[src/shared/gpio_mux_pkg.sv]
package gpio_mux_pkg;

	// ==========================================
	// Port sizes
	localparam int G_PINS = 16;
	localparam int H_PINS = 11;
	localparam int G_CFG_W = 32;
	localparam int H_CFG_W = 22;
	localparam int SEL_W = 2;
	localparam int EXTERNAL_INTERRUPT_LINE_BASE = 8;
	localparam int EXTERNAL_INTERRUPT_LINE_TOP = 23;
	localparam int BUS_W = 32;
	localparam int STRB_W = 4;

	// ==========================================
	// Register byte addresses
	localparam logic [31:0] ADDR_G_CFG = 32'h5600_0060;
	localparam logic [31:0] ADDR_G_DAT = 32'h5600_0064;
	localparam logic [31:0] ADDR_G_UP = 32'h5600_0068;
	localparam logic [31:0] ADDR_H_CFG = 32'h5600_0070;
	localparam logic [31:0] ADDR_H_DAT = 32'h5600_0074;
	localparam logic [31:0] ADDR_H_UP = 32'h5600_0078;

	// ==========================================
	// Reset values (all pins input, pull-ups on)
	localparam logic [G_CFG_W-1:0] RST_G_CFG = 32'h0000_0000;
	localparam logic [H_CFG_W-1:0] RST_H_CFG = 22'h00_0000;
	localparam logic [G_PINS-1:0] RST_G_BITS = 16'h0000;
	localparam logic [H_PINS-1:0] RST_H_BITS = 11'h000;

	// ==========================================
	// Bus answers
	localparam logic [1:0] RESP_OKAY = 2'h0;
	localparam logic [1:0] RESP_SLVERR = 2'h2;

	// ==========================================
	// Pin selector codes
	typedef enum logic [1:0] {
		SEL_INPUT = 2'h0,
		SEL_OUTPUT = 2'h1,
		SEL_ALT_A = 2'h2,
		SEL_ALT_B = 2'h3
	} pin_sel_t;

	// ==========================================
	// Alternate pin positions, port G
	localparam int PG_TIMER_CLK = 11;
	localparam int PG_UART1_CTS = 10;
	localparam int PG_UART1_RTS = 9;
	localparam int PG_SPI1_CLK = 7;
	localparam int PG_SPI1_MOSI = 6;
	localparam int PG_SPI1_MISO = 5;
	localparam int PG_LCD_PD = 4;
	localparam int PG_SPI1_SEL = 3;
	localparam int PG_SPI0_SEL = 2;

	// ==========================================
	// Alternate pin positions, port H
	localparam int PH_CLOCK_OUTPUT_ONE = 10;
	localparam int PH_CLOCK_OUTPUT_ZERO = 9;
	localparam int PH_UART_CLK = 8;
	localparam int PH_RXD2 = 7;
	localparam int PH_TXD2 = 6;
	localparam int PH_RXD1 = 5;
	localparam int PH_TXD1 = 4;
	localparam int PH_RXD0 = 3;
	localparam int PH_TXD0 = 2;
	localparam int PH_UART0_RTS = 1;
	localparam int PH_UART0_CTS = 0;

	// ==========================================
	// Serial peripheral pin bundle
	typedef struct packed {
		logic clock;
		logic masterOut;
		logic masterIn;
		logic selectN;
	} spi_pins_t;

endpackage

[src/verilog/dual_gpio_port_mux.sv]
// How it works
// - G selector per pin: 00 input, 01 output
// - G code 10 feeds interrupt line n+8
// - G code 11 selects timer, UART1, SPI, LCD
// - Data read: pad level inputs, written bit outputs
// - Pull-up bit 0 enables, 1 disables
// - H selector per pin: 00 input, 01 output
// - H code 10 selects clocks and UART pins
// - H code 11: UART1 handshake on pins 7/6
//
// The implementer's own choice: the AXI4-Lite register port.
`timescale 1ns/10ps
module dual_gpio_port_mux (
	// Clock and reset
	input wire logic core_clk,
	input wire logic nrst,
	// AXI4-Lite write
	input wire logic [31:0] s_axi_awaddr,
	input wire logic s_axi_awvalid,
	output logic s_axi_awready,
	input wire logic [gpio_mux_pkg::BUS_W-1:0] s_axi_wdata,
	input wire logic [gpio_mux_pkg::STRB_W-1:0] s_axi_wstrb,
	input wire logic s_axi_wvalid,
	output logic s_axi_wready,
	output logic [1:0] s_axi_bresp,
	output logic s_axi_bvalid,
	input wire logic s_axi_bready,
	// AXI4-Lite read
	input wire logic [31:0] s_axi_araddr,
	input wire logic s_axi_arvalid,
	output logic s_axi_arready,
	output logic [gpio_mux_pkg::BUS_W-1:0] s_axi_rdata,
	output logic [1:0] s_axi_rresp,
	output logic s_axi_rvalid,
	input wire logic s_axi_rready,
	// Port G pads
	input wire logic [gpio_mux_pkg::G_PINS-1:0] gPadIn,
	output logic [gpio_mux_pkg::G_PINS-1:0] gPadOut,
	output logic [gpio_mux_pkg::G_PINS-1:0] gPadOe,
	output logic [gpio_mux_pkg::G_PINS-1:0] gPullupEn,
	// Port H pads
	input wire logic [gpio_mux_pkg::H_PINS-1:0] hPadIn,
	output logic [gpio_mux_pkg::H_PINS-1:0] hPadOut,
	output logic [gpio_mux_pkg::H_PINS-1:0] hPadOe,
	output logic [gpio_mux_pkg::H_PINS-1:0] hPullupEn,
	// Port G peripheral lines
	output logic [gpio_mux_pkg::EXTERNAL_INTERRUPT_LINE_TOP:gpio_mux_pkg::EXTERNAL_INTERRUPT_LINE_BASE] externalInterruptLine,
	output logic timerClockInOne,
	output logic uart1ClearToSendN,
	input wire logic uart1RequestToSendN,
	input wire gpio_mux_pkg::spi_pins_t spi1DriveOut,
	input wire gpio_mux_pkg::spi_pins_t spi1DriveOe,
	output gpio_mux_pkg::spi_pins_t spi1PadIn,
	input wire logic serialPeriph0SelectNOut,
	input wire logic serialPeriph0SelectNOe,
	output logic serialPeriph0SelectNIn,
	input wire logic displayPowerDown,
	// Port H peripheral lines
	input wire logic clockOutputOne,
	input wire logic clockOutputZero,
	output logic uartExternalClock,
	input wire logic [2:0] uartTxd,
	output logic [2:0] uartRxd,
	input wire logic uart0RequestToSendN,
	output logic uart0ClearToSendN
);
	import gpio_mux_pkg::*;
	// ==========================================
	// State
	logic [G_CFG_W-1:0] gCfg_q, gCfg_d;
	logic [G_PINS-1:0] gDat_q, gDat_d, gUp_q, gUp_d;
	logic [H_CFG_W-1:0] hCfg_q, hCfg_d;
	logic [H_PINS-1:0] hDat_q, hDat_d, hUp_q, hUp_d;
	logic awHeld_q, awHeld_d, wHeld_q, wHeld_d;
	logic [31:0] awAddr_q, awAddr_d;
	logic [BUS_W-1:0] wData_q, wData_d;
	logic [STRB_W-1:0] wStrb_q, wStrb_d;
	logic awReady_q, awReady_d, wReady_q, wReady_d, arReady_q, arReady_d;
	logic bValid_q, bValid_d, rValid_q, rValid_d;
	logic [1:0] bResp_q, bResp_d, rResp_q, rResp_d;
	logic [BUS_W-1:0] rData_q, rData_d;
	logic wrHit, awFire, wFire, arFire;
	logic [G_PINS-1:0] gLive, gAltAOut, gAltAOe, gAltBOut, gAltBOe;
	logic [H_PINS-1:0] hLive, hAltAOut, hAltAOe, hAltBOut, hAltBOe;
	logic [G_PINS-1:0][SEL_W-1:0] gSel;
	logic [H_PINS-1:0][SEL_W-1:0] hSel;
	logic [EXTERNAL_INTERRUPT_LINE_TOP:EXTERNAL_INTERRUPT_LINE_BASE] external_interrupt_line_d;
	logic timerClk_d, uart1Cts_d, spi0Sel_d, uart_external_clock_d, uart0Cts_d;
	spi_pins_t spi1In_d;
	logic [2:0] uartRxd_d;
	function automatic logic [BUS_W-1:0] mergeBytes(input logic [BUS_W-1:0] old,
		input logic [BUS_W-1:0] nw, input logic [STRB_W-1:0] strb);
		logic [BUS_W-1:0] res;
		res = old;
		for (int b = 0; b < STRB_W; b++) begin
			if (strb[b]) begin
				res[b*8 +: 8] = nw[b*8 +: 8];
			end
		end
		return res;
	endfunction
	// ==========================================
	// Per-pin cells, port G
	for (genvar i = 0; i < G_PINS; i++) begin : g_pin
		assign gSel[i] = gCfg_q[SEL_W*i +: SEL_W];
		// Alternate pins read the pad; the value carries no promise
		assign gLive[i] = (gSel[i] == SEL_OUTPUT) ? gDat_q[i] : gPadIn[i];
		assign external_interrupt_line_d[EXTERNAL_INTERRUPT_LINE_BASE+i] = (gSel[i] == SEL_ALT_A) & gPadIn[i];
		gpio_pin_cell u_cell (
			.core_clk(core_clk),
			.nrst(nrst),
			.sel(pin_sel_t'(gSel[i])),
			.dataBit(gDat_q[i]),
			.pullupDisable(gUp_q[i]),
			.altAOut(gAltAOut[i]),
			.altAOe(gAltAOe[i]),
			.altBOut(gAltBOut[i]),
			.altBOe(gAltBOe[i]),
			.padOut(gPadOut[i]),
			.padOe(gPadOe[i]),
			.pullupEn(gPullupEn[i])
		);
	end

	// ==========================================
	// Per-pin cells, port H
	for (genvar i = 0; i < H_PINS; i++) begin : h_pin
		assign hSel[i] = hCfg_q[SEL_W*i +: SEL_W];
		assign hLive[i] = (hSel[i] == SEL_OUTPUT) ? hDat_q[i] : hPadIn[i];
		gpio_pin_cell u_cell (
			.core_clk(core_clk),
			.nrst(nrst),
			.sel(pin_sel_t'(hSel[i])),
			.dataBit(hDat_q[i]),
			.pullupDisable(hUp_q[i]),
			.altAOut(hAltAOut[i]),
			.altAOe(hAltAOe[i]),
			.altBOut(hAltBOut[i]),
			.altBOe(hAltBOe[i]),
			.padOut(hPadOut[i]),
			.padOe(hPadOe[i]),
			.pullupEn(hPullupEn[i])
		);
	end

	// ==========================================
	// Alternate function routing
	always_comb begin
		// Interrupt lines are inputs, so code 10 on G never drives
		gAltAOut = '0;
		gAltAOe = '0;
		gAltBOut = '0;
		gAltBOe = '0;
		gAltBOut[PG_UART1_RTS] = uart1RequestToSendN;
		gAltBOe[PG_UART1_RTS] = 1'h1;
		gAltBOut[PG_SPI1_CLK] = spi1DriveOut.clock;
		gAltBOe[PG_SPI1_CLK] = spi1DriveOe.clock;
		gAltBOut[PG_SPI1_MOSI] = spi1DriveOut.masterOut;
		gAltBOe[PG_SPI1_MOSI] = spi1DriveOe.masterOut;
		gAltBOut[PG_SPI1_MISO] = spi1DriveOut.masterIn;
		gAltBOe[PG_SPI1_MISO] = spi1DriveOe.masterIn;
		gAltBOut[PG_LCD_PD] = displayPowerDown;
		gAltBOe[PG_LCD_PD] = 1'h1;
		gAltBOut[PG_SPI1_SEL] = spi1DriveOut.selectN;
		gAltBOe[PG_SPI1_SEL] = spi1DriveOe.selectN;
		gAltBOut[PG_SPI0_SEL] = serialPeriph0SelectNOut;
		gAltBOe[PG_SPI0_SEL] = serialPeriph0SelectNOe;
		hAltAOut = '0;
		hAltAOe = '0;
		hAltBOut = '0;
		hAltBOe = '0;
		hAltAOut[PH_CLOCK_OUTPUT_ONE] = clockOutputOne;
		hAltAOe[PH_CLOCK_OUTPUT_ONE] = 1'h1;
		hAltAOut[PH_CLOCK_OUTPUT_ZERO] = clockOutputZero;
		hAltAOe[PH_CLOCK_OUTPUT_ZERO] = 1'h1;
		hAltAOut[PH_TXD2] = uartTxd[2];
		hAltAOe[PH_TXD2] = 1'h1;
		hAltAOut[PH_TXD1] = uartTxd[1];
		hAltAOe[PH_TXD1] = 1'h1;
		hAltAOut[PH_TXD0] = uartTxd[0];
		hAltAOe[PH_TXD0] = 1'h1;
		hAltAOut[PH_UART0_RTS] = uart0RequestToSendN;
		hAltAOe[PH_UART0_RTS] = 1'h1;
		hAltBOut[PH_TXD2] = uart1RequestToSendN;
		hAltBOe[PH_TXD2] = 1'h1;
	end

	// ==========================================
	// Peripheral inputs; unselected lines rest idle
	always_comb begin
		timerClk_d = (gSel[PG_TIMER_CLK] == SEL_ALT_B) & gPadIn[PG_TIMER_CLK];
		// Either pin may carry the handshake; both selected gives a wired AND
		uart1Cts_d = ((gSel[PG_UART1_CTS] != SEL_ALT_B) | gPadIn[PG_UART1_CTS])
			& ((hSel[PH_RXD2] != SEL_ALT_B) | hPadIn[PH_RXD2]);
		spi1In_d.clock = (gSel[PG_SPI1_CLK] == SEL_ALT_B) & gPadIn[PG_SPI1_CLK];
		spi1In_d.masterOut = (gSel[PG_SPI1_MOSI] == SEL_ALT_B) & gPadIn[PG_SPI1_MOSI];
		spi1In_d.masterIn = (gSel[PG_SPI1_MISO] == SEL_ALT_B) & gPadIn[PG_SPI1_MISO];
		spi1In_d.selectN = (gSel[PG_SPI1_SEL] != SEL_ALT_B) | gPadIn[PG_SPI1_SEL];
		spi0Sel_d = (gSel[PG_SPI0_SEL] != SEL_ALT_B) | gPadIn[PG_SPI0_SEL];
		uart_external_clock_d = (hSel[PH_UART_CLK] == SEL_ALT_A) & hPadIn[PH_UART_CLK];
		uartRxd_d[2] = (hSel[PH_RXD2] != SEL_ALT_A) | hPadIn[PH_RXD2];
		uartRxd_d[1] = (hSel[PH_RXD1] != SEL_ALT_A) | hPadIn[PH_RXD1];
		uartRxd_d[0] = (hSel[PH_RXD0] != SEL_ALT_A) | hPadIn[PH_RXD0];
		uart0Cts_d = (hSel[PH_UART0_CTS] != SEL_ALT_A) | hPadIn[PH_UART0_CTS];
	end
	always_ff @(posedge core_clk) begin
		if (!nrst) begin
			{externalInterruptLine, timerClockInOne, uartExternalClock} <= '0;
			{uart1ClearToSendN, serialPeriph0SelectNIn, uartRxd, uart0ClearToSendN} <= '1;
			spi1PadIn <= '{clock: 1'h0, masterOut: 1'h0, masterIn: 1'h0, selectN: 1'h1};
		end else begin
			{externalInterruptLine, timerClockInOne, uartExternalClock} <= {external_interrupt_line_d, timerClk_d, uart_external_clock_d};
			{uart1ClearToSendN, serialPeriph0SelectNIn, uart0ClearToSendN} <= {uart1Cts_d, spi0Sel_d, uart0Cts_d};
			{spi1PadIn, uartRxd} <= {spi1In_d, uartRxd_d};
		end
	end

	// ==========================================
	// Register bus
	always_comb begin
		{gCfg_d, gDat_d, gUp_d, hCfg_d, hDat_d, hUp_d} = {gCfg_q, gDat_q, gUp_q, hCfg_q, hDat_q, hUp_q};
		{awHeld_d, awAddr_d, wHeld_d, wData_d, wStrb_d} = {awHeld_q, awAddr_q, wHeld_q, wData_q, wStrb_q};
		{bValid_d, bResp_d, rValid_d, rResp_d, rData_d} = {bValid_q, bResp_q, rValid_q, rResp_q, rData_q};
		wrHit = 1'h1;
		awFire = s_axi_awvalid & awReady_q;
		wFire = s_axi_wvalid & wReady_q;
		arFire = s_axi_arvalid & arReady_q;
		if (bValid_q & s_axi_bready) begin
			bValid_d = 1'h0;
		end
		if (awFire) begin
			awHeld_d = 1'h1;
			awAddr_d = s_axi_awaddr;
		end
		if (wFire) begin
			wHeld_d = 1'h1;
			wData_d = s_axi_wdata;
			wStrb_d = s_axi_wstrb;
		end
		// No software lock on G15-13: the boot-time input rule is on the driver
		if (awHeld_d & wHeld_d & ~bValid_d) begin
			unique case (awAddr_d)
				ADDR_G_CFG: gCfg_d = mergeBytes(gCfg_q, wData_d, wStrb_d);
				ADDR_G_DAT: gDat_d = G_PINS'(mergeBytes(BUS_W'(gDat_q), wData_d, wStrb_d));
				ADDR_G_UP: gUp_d = G_PINS'(mergeBytes(BUS_W'(gUp_q), wData_d, wStrb_d));
				ADDR_H_CFG: hCfg_d = H_CFG_W'(mergeBytes(BUS_W'(hCfg_q), wData_d, wStrb_d));
				ADDR_H_DAT: hDat_d = H_PINS'(mergeBytes(BUS_W'(hDat_q), wData_d, wStrb_d));
				ADDR_H_UP: hUp_d = H_PINS'(mergeBytes(BUS_W'(hUp_q), wData_d, wStrb_d));
				default: wrHit = 1'h0;
			endcase
			bResp_d = wrHit ? RESP_OKAY : RESP_SLVERR;
			bValid_d = 1'h1;
			awHeld_d = 1'h0;
			wHeld_d = 1'h0;
		end
		if (rValid_q & s_axi_rready) begin
			rValid_d = 1'h0;
		end
		if (arFire) begin
			rValid_d = 1'h1;
			rResp_d = RESP_OKAY;
			unique case (s_axi_araddr)
				ADDR_G_CFG: rData_d = gCfg_q;
				ADDR_G_DAT: rData_d = BUS_W'(gLive);
				ADDR_G_UP: rData_d = BUS_W'(gUp_q);
				ADDR_H_CFG: rData_d = BUS_W'(hCfg_q);
				ADDR_H_DAT: rData_d = BUS_W'(hLive);
				ADDR_H_UP: rData_d = BUS_W'(hUp_q);
				default: begin
					rData_d = '0;
					rResp_d = RESP_SLVERR;
				end
			endcase
		end
		awReady_d = ~awHeld_d & ~bValid_d;
		wReady_d = ~wHeld_d & ~bValid_d;
		arReady_d = ~rValid_d;
	end
	always_ff @(posedge core_clk) begin
		if (!nrst) begin
			{gCfg_q, gDat_q, gUp_q} <= {RST_G_CFG, RST_G_BITS, RST_G_BITS};
			{hCfg_q, hDat_q, hUp_q} <= {RST_H_CFG, RST_H_BITS, RST_H_BITS};
			{awHeld_q, awAddr_q, wHeld_q, wData_q, wStrb_q} <= '0;
			{bValid_q, rValid_q, rData_q} <= '0;
			{bResp_q, rResp_q} <= {RESP_OKAY, RESP_OKAY};
			// Readies start high so the first request is taken at once
			{awReady_q, wReady_q, arReady_q} <= '1;
		end else begin
			{gCfg_q, gDat_q, gUp_q, hCfg_q, hDat_q, hUp_q} <= {gCfg_d, gDat_d, gUp_d, hCfg_d, hDat_d, hUp_d};
			{awHeld_q, awAddr_q, wHeld_q, wData_q, wStrb_q} <= {awHeld_d, awAddr_d, wHeld_d, wData_d, wStrb_d};
			{bValid_q, bResp_q, rValid_q, rResp_q, rData_q} <= {bValid_d, bResp_d, rValid_d, rResp_d, rData_d};
			{awReady_q, wReady_q, arReady_q} <= {awReady_d, wReady_d, arReady_d};
		end
	end
	assign s_axi_awready = awReady_q;
	assign s_axi_wready = wReady_q;
	assign s_axi_bvalid = bValid_q;
	assign s_axi_bresp = bResp_q;
	assign s_axi_arready = arReady_q;
	assign s_axi_rvalid = rValid_q;
	assign s_axi_rresp = rResp_q;
	assign s_axi_rdata = rData_q;
endmodule // dual_gpio_port_mux

[src/verilog/gpio_pin_cell.sv]
`timescale 1ns/10ps
module gpio_pin_cell (
	// Clock and reset
	input wire logic core_clk,
	input wire logic nrst,
	// Pin settings
	input wire gpio_mux_pkg::pin_sel_t sel,
	input wire logic dataBit,
	input wire logic pullupDisable,
	// Alternate function drive
	input wire logic altAOut,
	input wire logic altAOe,
	input wire logic altBOut,
	input wire logic altBOe,
	// Pad side
	output logic padOut,
	output logic padOe,
	output logic pullupEn
);
	import gpio_mux_pkg::*;

	logic padOut_d, padOe_d, pullupEn_d;

	// ==========================================
	// Pad drive
	always_comb begin
		padOut_d = 1'h0;
		padOe_d = 1'h0;
		unique case (sel)
			SEL_INPUT: padOe_d = 1'h0;
			SEL_OUTPUT: begin
				padOe_d = 1'h1;
				padOut_d = dataBit;
			end
			SEL_ALT_A: begin
				padOe_d = altAOe;
				padOut_d = altAOut;
			end
			SEL_ALT_B: begin
				padOe_d = altBOe;
				padOut_d = altBOut;
			end
		endcase
		// Active low sense: a set bit turns the pull-up off
		pullupEn_d = ~pullupDisable;
	end

	always_ff @(posedge core_clk) begin
		if (!nrst) begin
			padOut <= 1'h0;
			padOe <= 1'h0;
			pullupEn <= 1'h1;
		end else begin
			padOut <= padOut_d;
			padOe <= padOe_d;
			pullupEn <= pullupEn_d;
		end
	end

endmodule // gpio_pin_cell

[config.mk]
export PLATFORM = sky130hd
export DESIGN_NAME = dual_gpio_port_mux
export DESIGN_NICKNAME = d
export VERILOG_FILES = /design/src/shared/gpio_mux_pkg.sv /design/src/verilog/dual_gpio_port_mux.sv /design/src/verilog/gpio_pin_cell.sv
export SDC_FILE = /design/constraint.sdc
export NUM_CORES = 1
export LEC_CHECK = 0
export BUFFER_PORTS_ARGS = -buffer_cell sky130_fd_sc_hd__buf_4
export CORE_MARGIN = 10
export CORE_UTILIZATION = 50
export CTS_CLUSTER_SIZE = 20
export DETAILED_ROUTE_END_ITERATION = 7
export GPL_TIMING_DRIVEN = 0
export PLACE_DENSITY = 0.8
export RECOVER_POWER = 25
export SLEW_MARGIN = 15
export SYNTH_ARGS = -nofsm -noshare
export SYNTH_HDL_FRONTEND = slang
export SYNTH_HIERARCHICAL = 1
export SYNTH_SLANG_ARGS = --single-unit
[constraint.sdc]
create_clock -name core_clk -period 3.68 [get_ports core_clk]
set_input_delay 0.736 -clock core_clk [delete_from_list [all_inputs] [get_ports core_clk]]
set_output_delay 0.736 -clock core_clk [all_outputs]
set_load 0.02 [all_outputs]
==> summary.md <==
| Metric | Value |
|---|---|
| Worst-path clk slew | `0.06 ns` |
| Residual DRC | `0` |
| All-layer global routing usage | `26.2%` |
| Largest net degree at the start of global routing | `60` |
| Most frequent cells after synthesis | `dfxtp_1, nand2_1, mux2i_1` |
| Power Total | `7.94 mW` |
| Final Cycle Share | `84.9%` |
| Clock Skew | `0.0261 ns` |
| Area contributors post-synth | `dfxtp_1, mux2i_1, nand2_1` |
| Die W | `185 µm` |
| Final wirelength | `46.8 mm` |
| Core Area | `26900 µm²` |
| Area share of the largest cell type after synthesis | `47.9%` |
| Synth unique cells | `54` |
| Nets@finish | `2027` |
| Multi-input logic area | `6720 µm²` |
| Worst R2R Path Depth | `7` |
| CTS max path bufs | `3` |
| Crit-path cells | `buf_4 > clkbuf_1 > clkbuf_1 > clkbuf_1 > nand2_1 > nor3b_1` |
| Area leader, netlist | `dfxtp_1` |
| First-pass GRT wire length | `69.6 mm` |
| Max Cap Viol | `0` |
| FF+latch count, synth | `326` |
| Initial antenna violation count | `2` |
| YS warnings | `6` |
| DR iter-0 viols | `1037` |
| I/O pins | `302` |
| Num CTS Buffers | `35` |
| Post-CTS Hold Fix Bufs | `0` |
| Top FF cell, synth | `dfxtp_1` |
| HPWL Detailed | `35.2 mm` |
| Initial Utilization | `50.7%` |
| Netlist Area Pre-Place | `13600 µm²` |
| FF-to-FF End | `gCfg_q[28]` |
| Worst path slowest cell | `clkbuf_1` |
| Status | `complete, no violations` |
| Endpoints failing hold | `0` |
| Final slew viol count | `0` |
| Static Leak | `7.67 nW` |
| Largest delay contributor family on the critical path | `buffers and inverters` |
| Buffer and inverter count on the worst path | `4` |
| GRT Residual Overflow | `0` |
| CP max FO | `59` |
| Final WS setup | `0.557 ns` |
| Dpl cell area | `16600 µm²` |
| Clock Latency Late Sink | `0.53 ns` |
| Power per Cell Area | `455 nW/µm²` |
| Seq. cell area | `6530 µm²` |
| CP Capture Type | `register` |
| Syn Inst Count | `1452` |
| Routed Antenna Nets | `0` |
| Worst Path Arrival | `3.53 ns` |
| Top-count cell post-synth | `dfxtp_1` |
| Maximum vdd drop | `0.000335 V` |
| RePlAce Congestion | `0.942` |
| Slowest stage delay, CP | `0.69 ns` |
| Synth async-reset ratio | `0%` |
| Setup_tns | `0 ns` |
| Htree depth | `2` |
| Final setup viols | `0` |
| Vias in the first global route | `12200` |
| Sequential area share after synthesis | `47.9%` |
| Post-CTS Resized | `0` |
| Crit path top cell by count | `clkbuf_1` |
| Drt wl/cell | `20.9 µm` |
| CTS sink count | `326` |
| Pre-antenna DRT Iters | `6` |
| Chip height | `185 µm` |
| DIE AREA | `34300 µm²` |
| Slew @ Worst Pin | `1.08 ns` |
| TritonCTS clock tree | `done` |
| Worst Setup SP | `nrst` |
| Post-CTS setup buffers | `0` |
| Worst R2R Setup Slack | `0.84 ns` |
| Row cnt | `60` |
| Achievable Freq | `0.320 GHz` |
| Share of cells above drive strength 1 | `19.2%` |
| Tightest Hold Check Type | `register to register` |
| RSZ-0062 raised after global routing | `no` |
| Final Cell Area | `17500 µm²` |
| Req. time, crit path | `4.08 ns` |
| CP startpoint kind | `input port` |
| Slew Limit Headroom | `27.7%` |
| Pre-CTS WS | `0.157 ns` |
| Area delta synth->final | `28.1%` |
| Vias per cell | `5.54` |
| Critical path class | `input port to register` |
| Launch point of the worst reg-to-reg path | `s_axi_awready` |
| EDFF count, synth | `0` |
| Cell depth of the worst setup path | `6` |
| Vias post-DR | `12400` |
| Root Driver | `clkbuf_16` |
| IO Port Bufs | `297` |
| Min cycle time layout | `3.12 ns` |
| Filler Cell Count | `2217` |
| Avg Cell Area, Syn | `9.38 µm²` |
| CP endpoint | `externalInterruptLine[22]` |
## worst min-delay path by stage
stage | startpoint | to | slack, ns | cells after the start
floorplan | gUp_q[15] | g_pin[15].u_cell/pullupEn | 0.37 | 1
global placement | gUp_q[2] | g_pin[2].u_cell/pullupEn | 0.38 | 1
detailed placement | gUp_q[2] | g_pin[2].u_cell/pullupEn | 0.38 | 1
CTS | gUp_q[2] | g_pin[2].u_cell/pullupEn | 0.40 | 1
global route | gUp_q[14] | g_pin[14].u_cell/pullupEn | 0.41 | 1
finish | gUp_q[4] | g_pin[4].u_cell/pullupEn | 0.39 | 1
## state kept, by name (all words and copies together) (netlist names), 11 cells and up
register and cells:
g_pin.u_cell/pullupEn 16, hUp_q 11, gCfg_q 32, h_pin.u_cell/padOe 11
gDat_q 16, externalInterruptLine 16, gUp_q 16, wData_q 32
awAddr_q 32, hCfg_q 22, h_pin.u_cell/pullupEn 11, g_pin.u_cell/padOut 16
s_axi_rdata 32, g_pin.u_cell/padOe 16, h_pin.u_cell/padOut 11, hDat_q 11
## power by group
part / switching [mW] / internal, mW
clock: 1.42 / 1.98
sequential: 0.0492 / 3.64
combinational: 0.516 / 0.330
total: 1.99 / 5.95
## per-layer routing
metal | GRT usage, % | up-vias | routed length (µm)
met5 | 0 | - | 0
met4 | 9.43 | 0 | 1570
met3 | 5.88 | 98 | 4340
met2 | 44.1 | 573 | 22200
met1 | 32.1 | 5958 | 18800
li1 | - | 5806 | -
## per-stage QoR
| stage | std cells | hold slack [ns] | utilization [%] |
|---|---|---|---|
| final | 2243 | 0.395 | 65.0 |
| after global routing | 2243 | 0.411 | 65.0 |
| after CTS | 2241 | 0.398 | 66.0 |
| after detailed placement | 2179 | 0.385 | 61.8 |
| after global placement | 2179 | 0.382 | 61.8 |
| after floorplan | 1541 | 0.367 | - |
## final cells by class
| class | instances | area share, % |
|---|---|---|
| Clock buffer | 55 | 6.08 |
| Antenna cell | 2 | 0.0287 |
| Timing Repair Buffer | 297 | 12.0 |
| Buffer | 62 | 1.48 |
| Multi-Input combinational cell | 1066 | 38.5 |
| Sequential cell | 326 | 37.4 |
| Tap cell | 341 | 2.44 |
| Clock inverter | 7 | 0.265 |
| Inverter | 87 | 1.87 |
## placed cells by master (no fill, tap or decap), drive strengths merged, types with 6 or more instances in the layout
master,n
a211oi,41
a21boi,46
a21oi,87
a221o,6
a31oi,7
and2,10
and3,7
buf,281
clkbuf,133
conb,91
dfxtp,326
inv,89
mux2,19
mux2i,185
nand2,237
nand2b,52
nand3,34
nand3b,34
nand4,13
nor2,37
nor2b,6
nor3,8
nor3b,20
nor4,12
o21ai,69
or3,6
## worst register-to-register path, delay by kind of cell (launching register included)
| kind | cells | cell delay [ns] |
|---|---|---|
| AO/OA/AOI/OAI | 1 | 0.78 |
| buffers and inverters | 2 | 0.44 |
| flip-flops | 1 | 0.42 |
| multiplexers | 1 | 0.35 |
| AND/OR/NAND/NOR | 3 | 0.74 |
## cells by family (layout without fill, tap and decap cells)
logic type	count (synthesis)	in the layout	synth area share (%)
AOI/OAI and AO/OA	275	275	13.8
other	2	93	0.0551
buffers and inverters	149	508	4.29
and+or+nand+nor	496	496	18.8
DFF	326	326	47.9
muxes	204	204	15.2
Note: power is estimated with default switching activity, not from simulation.
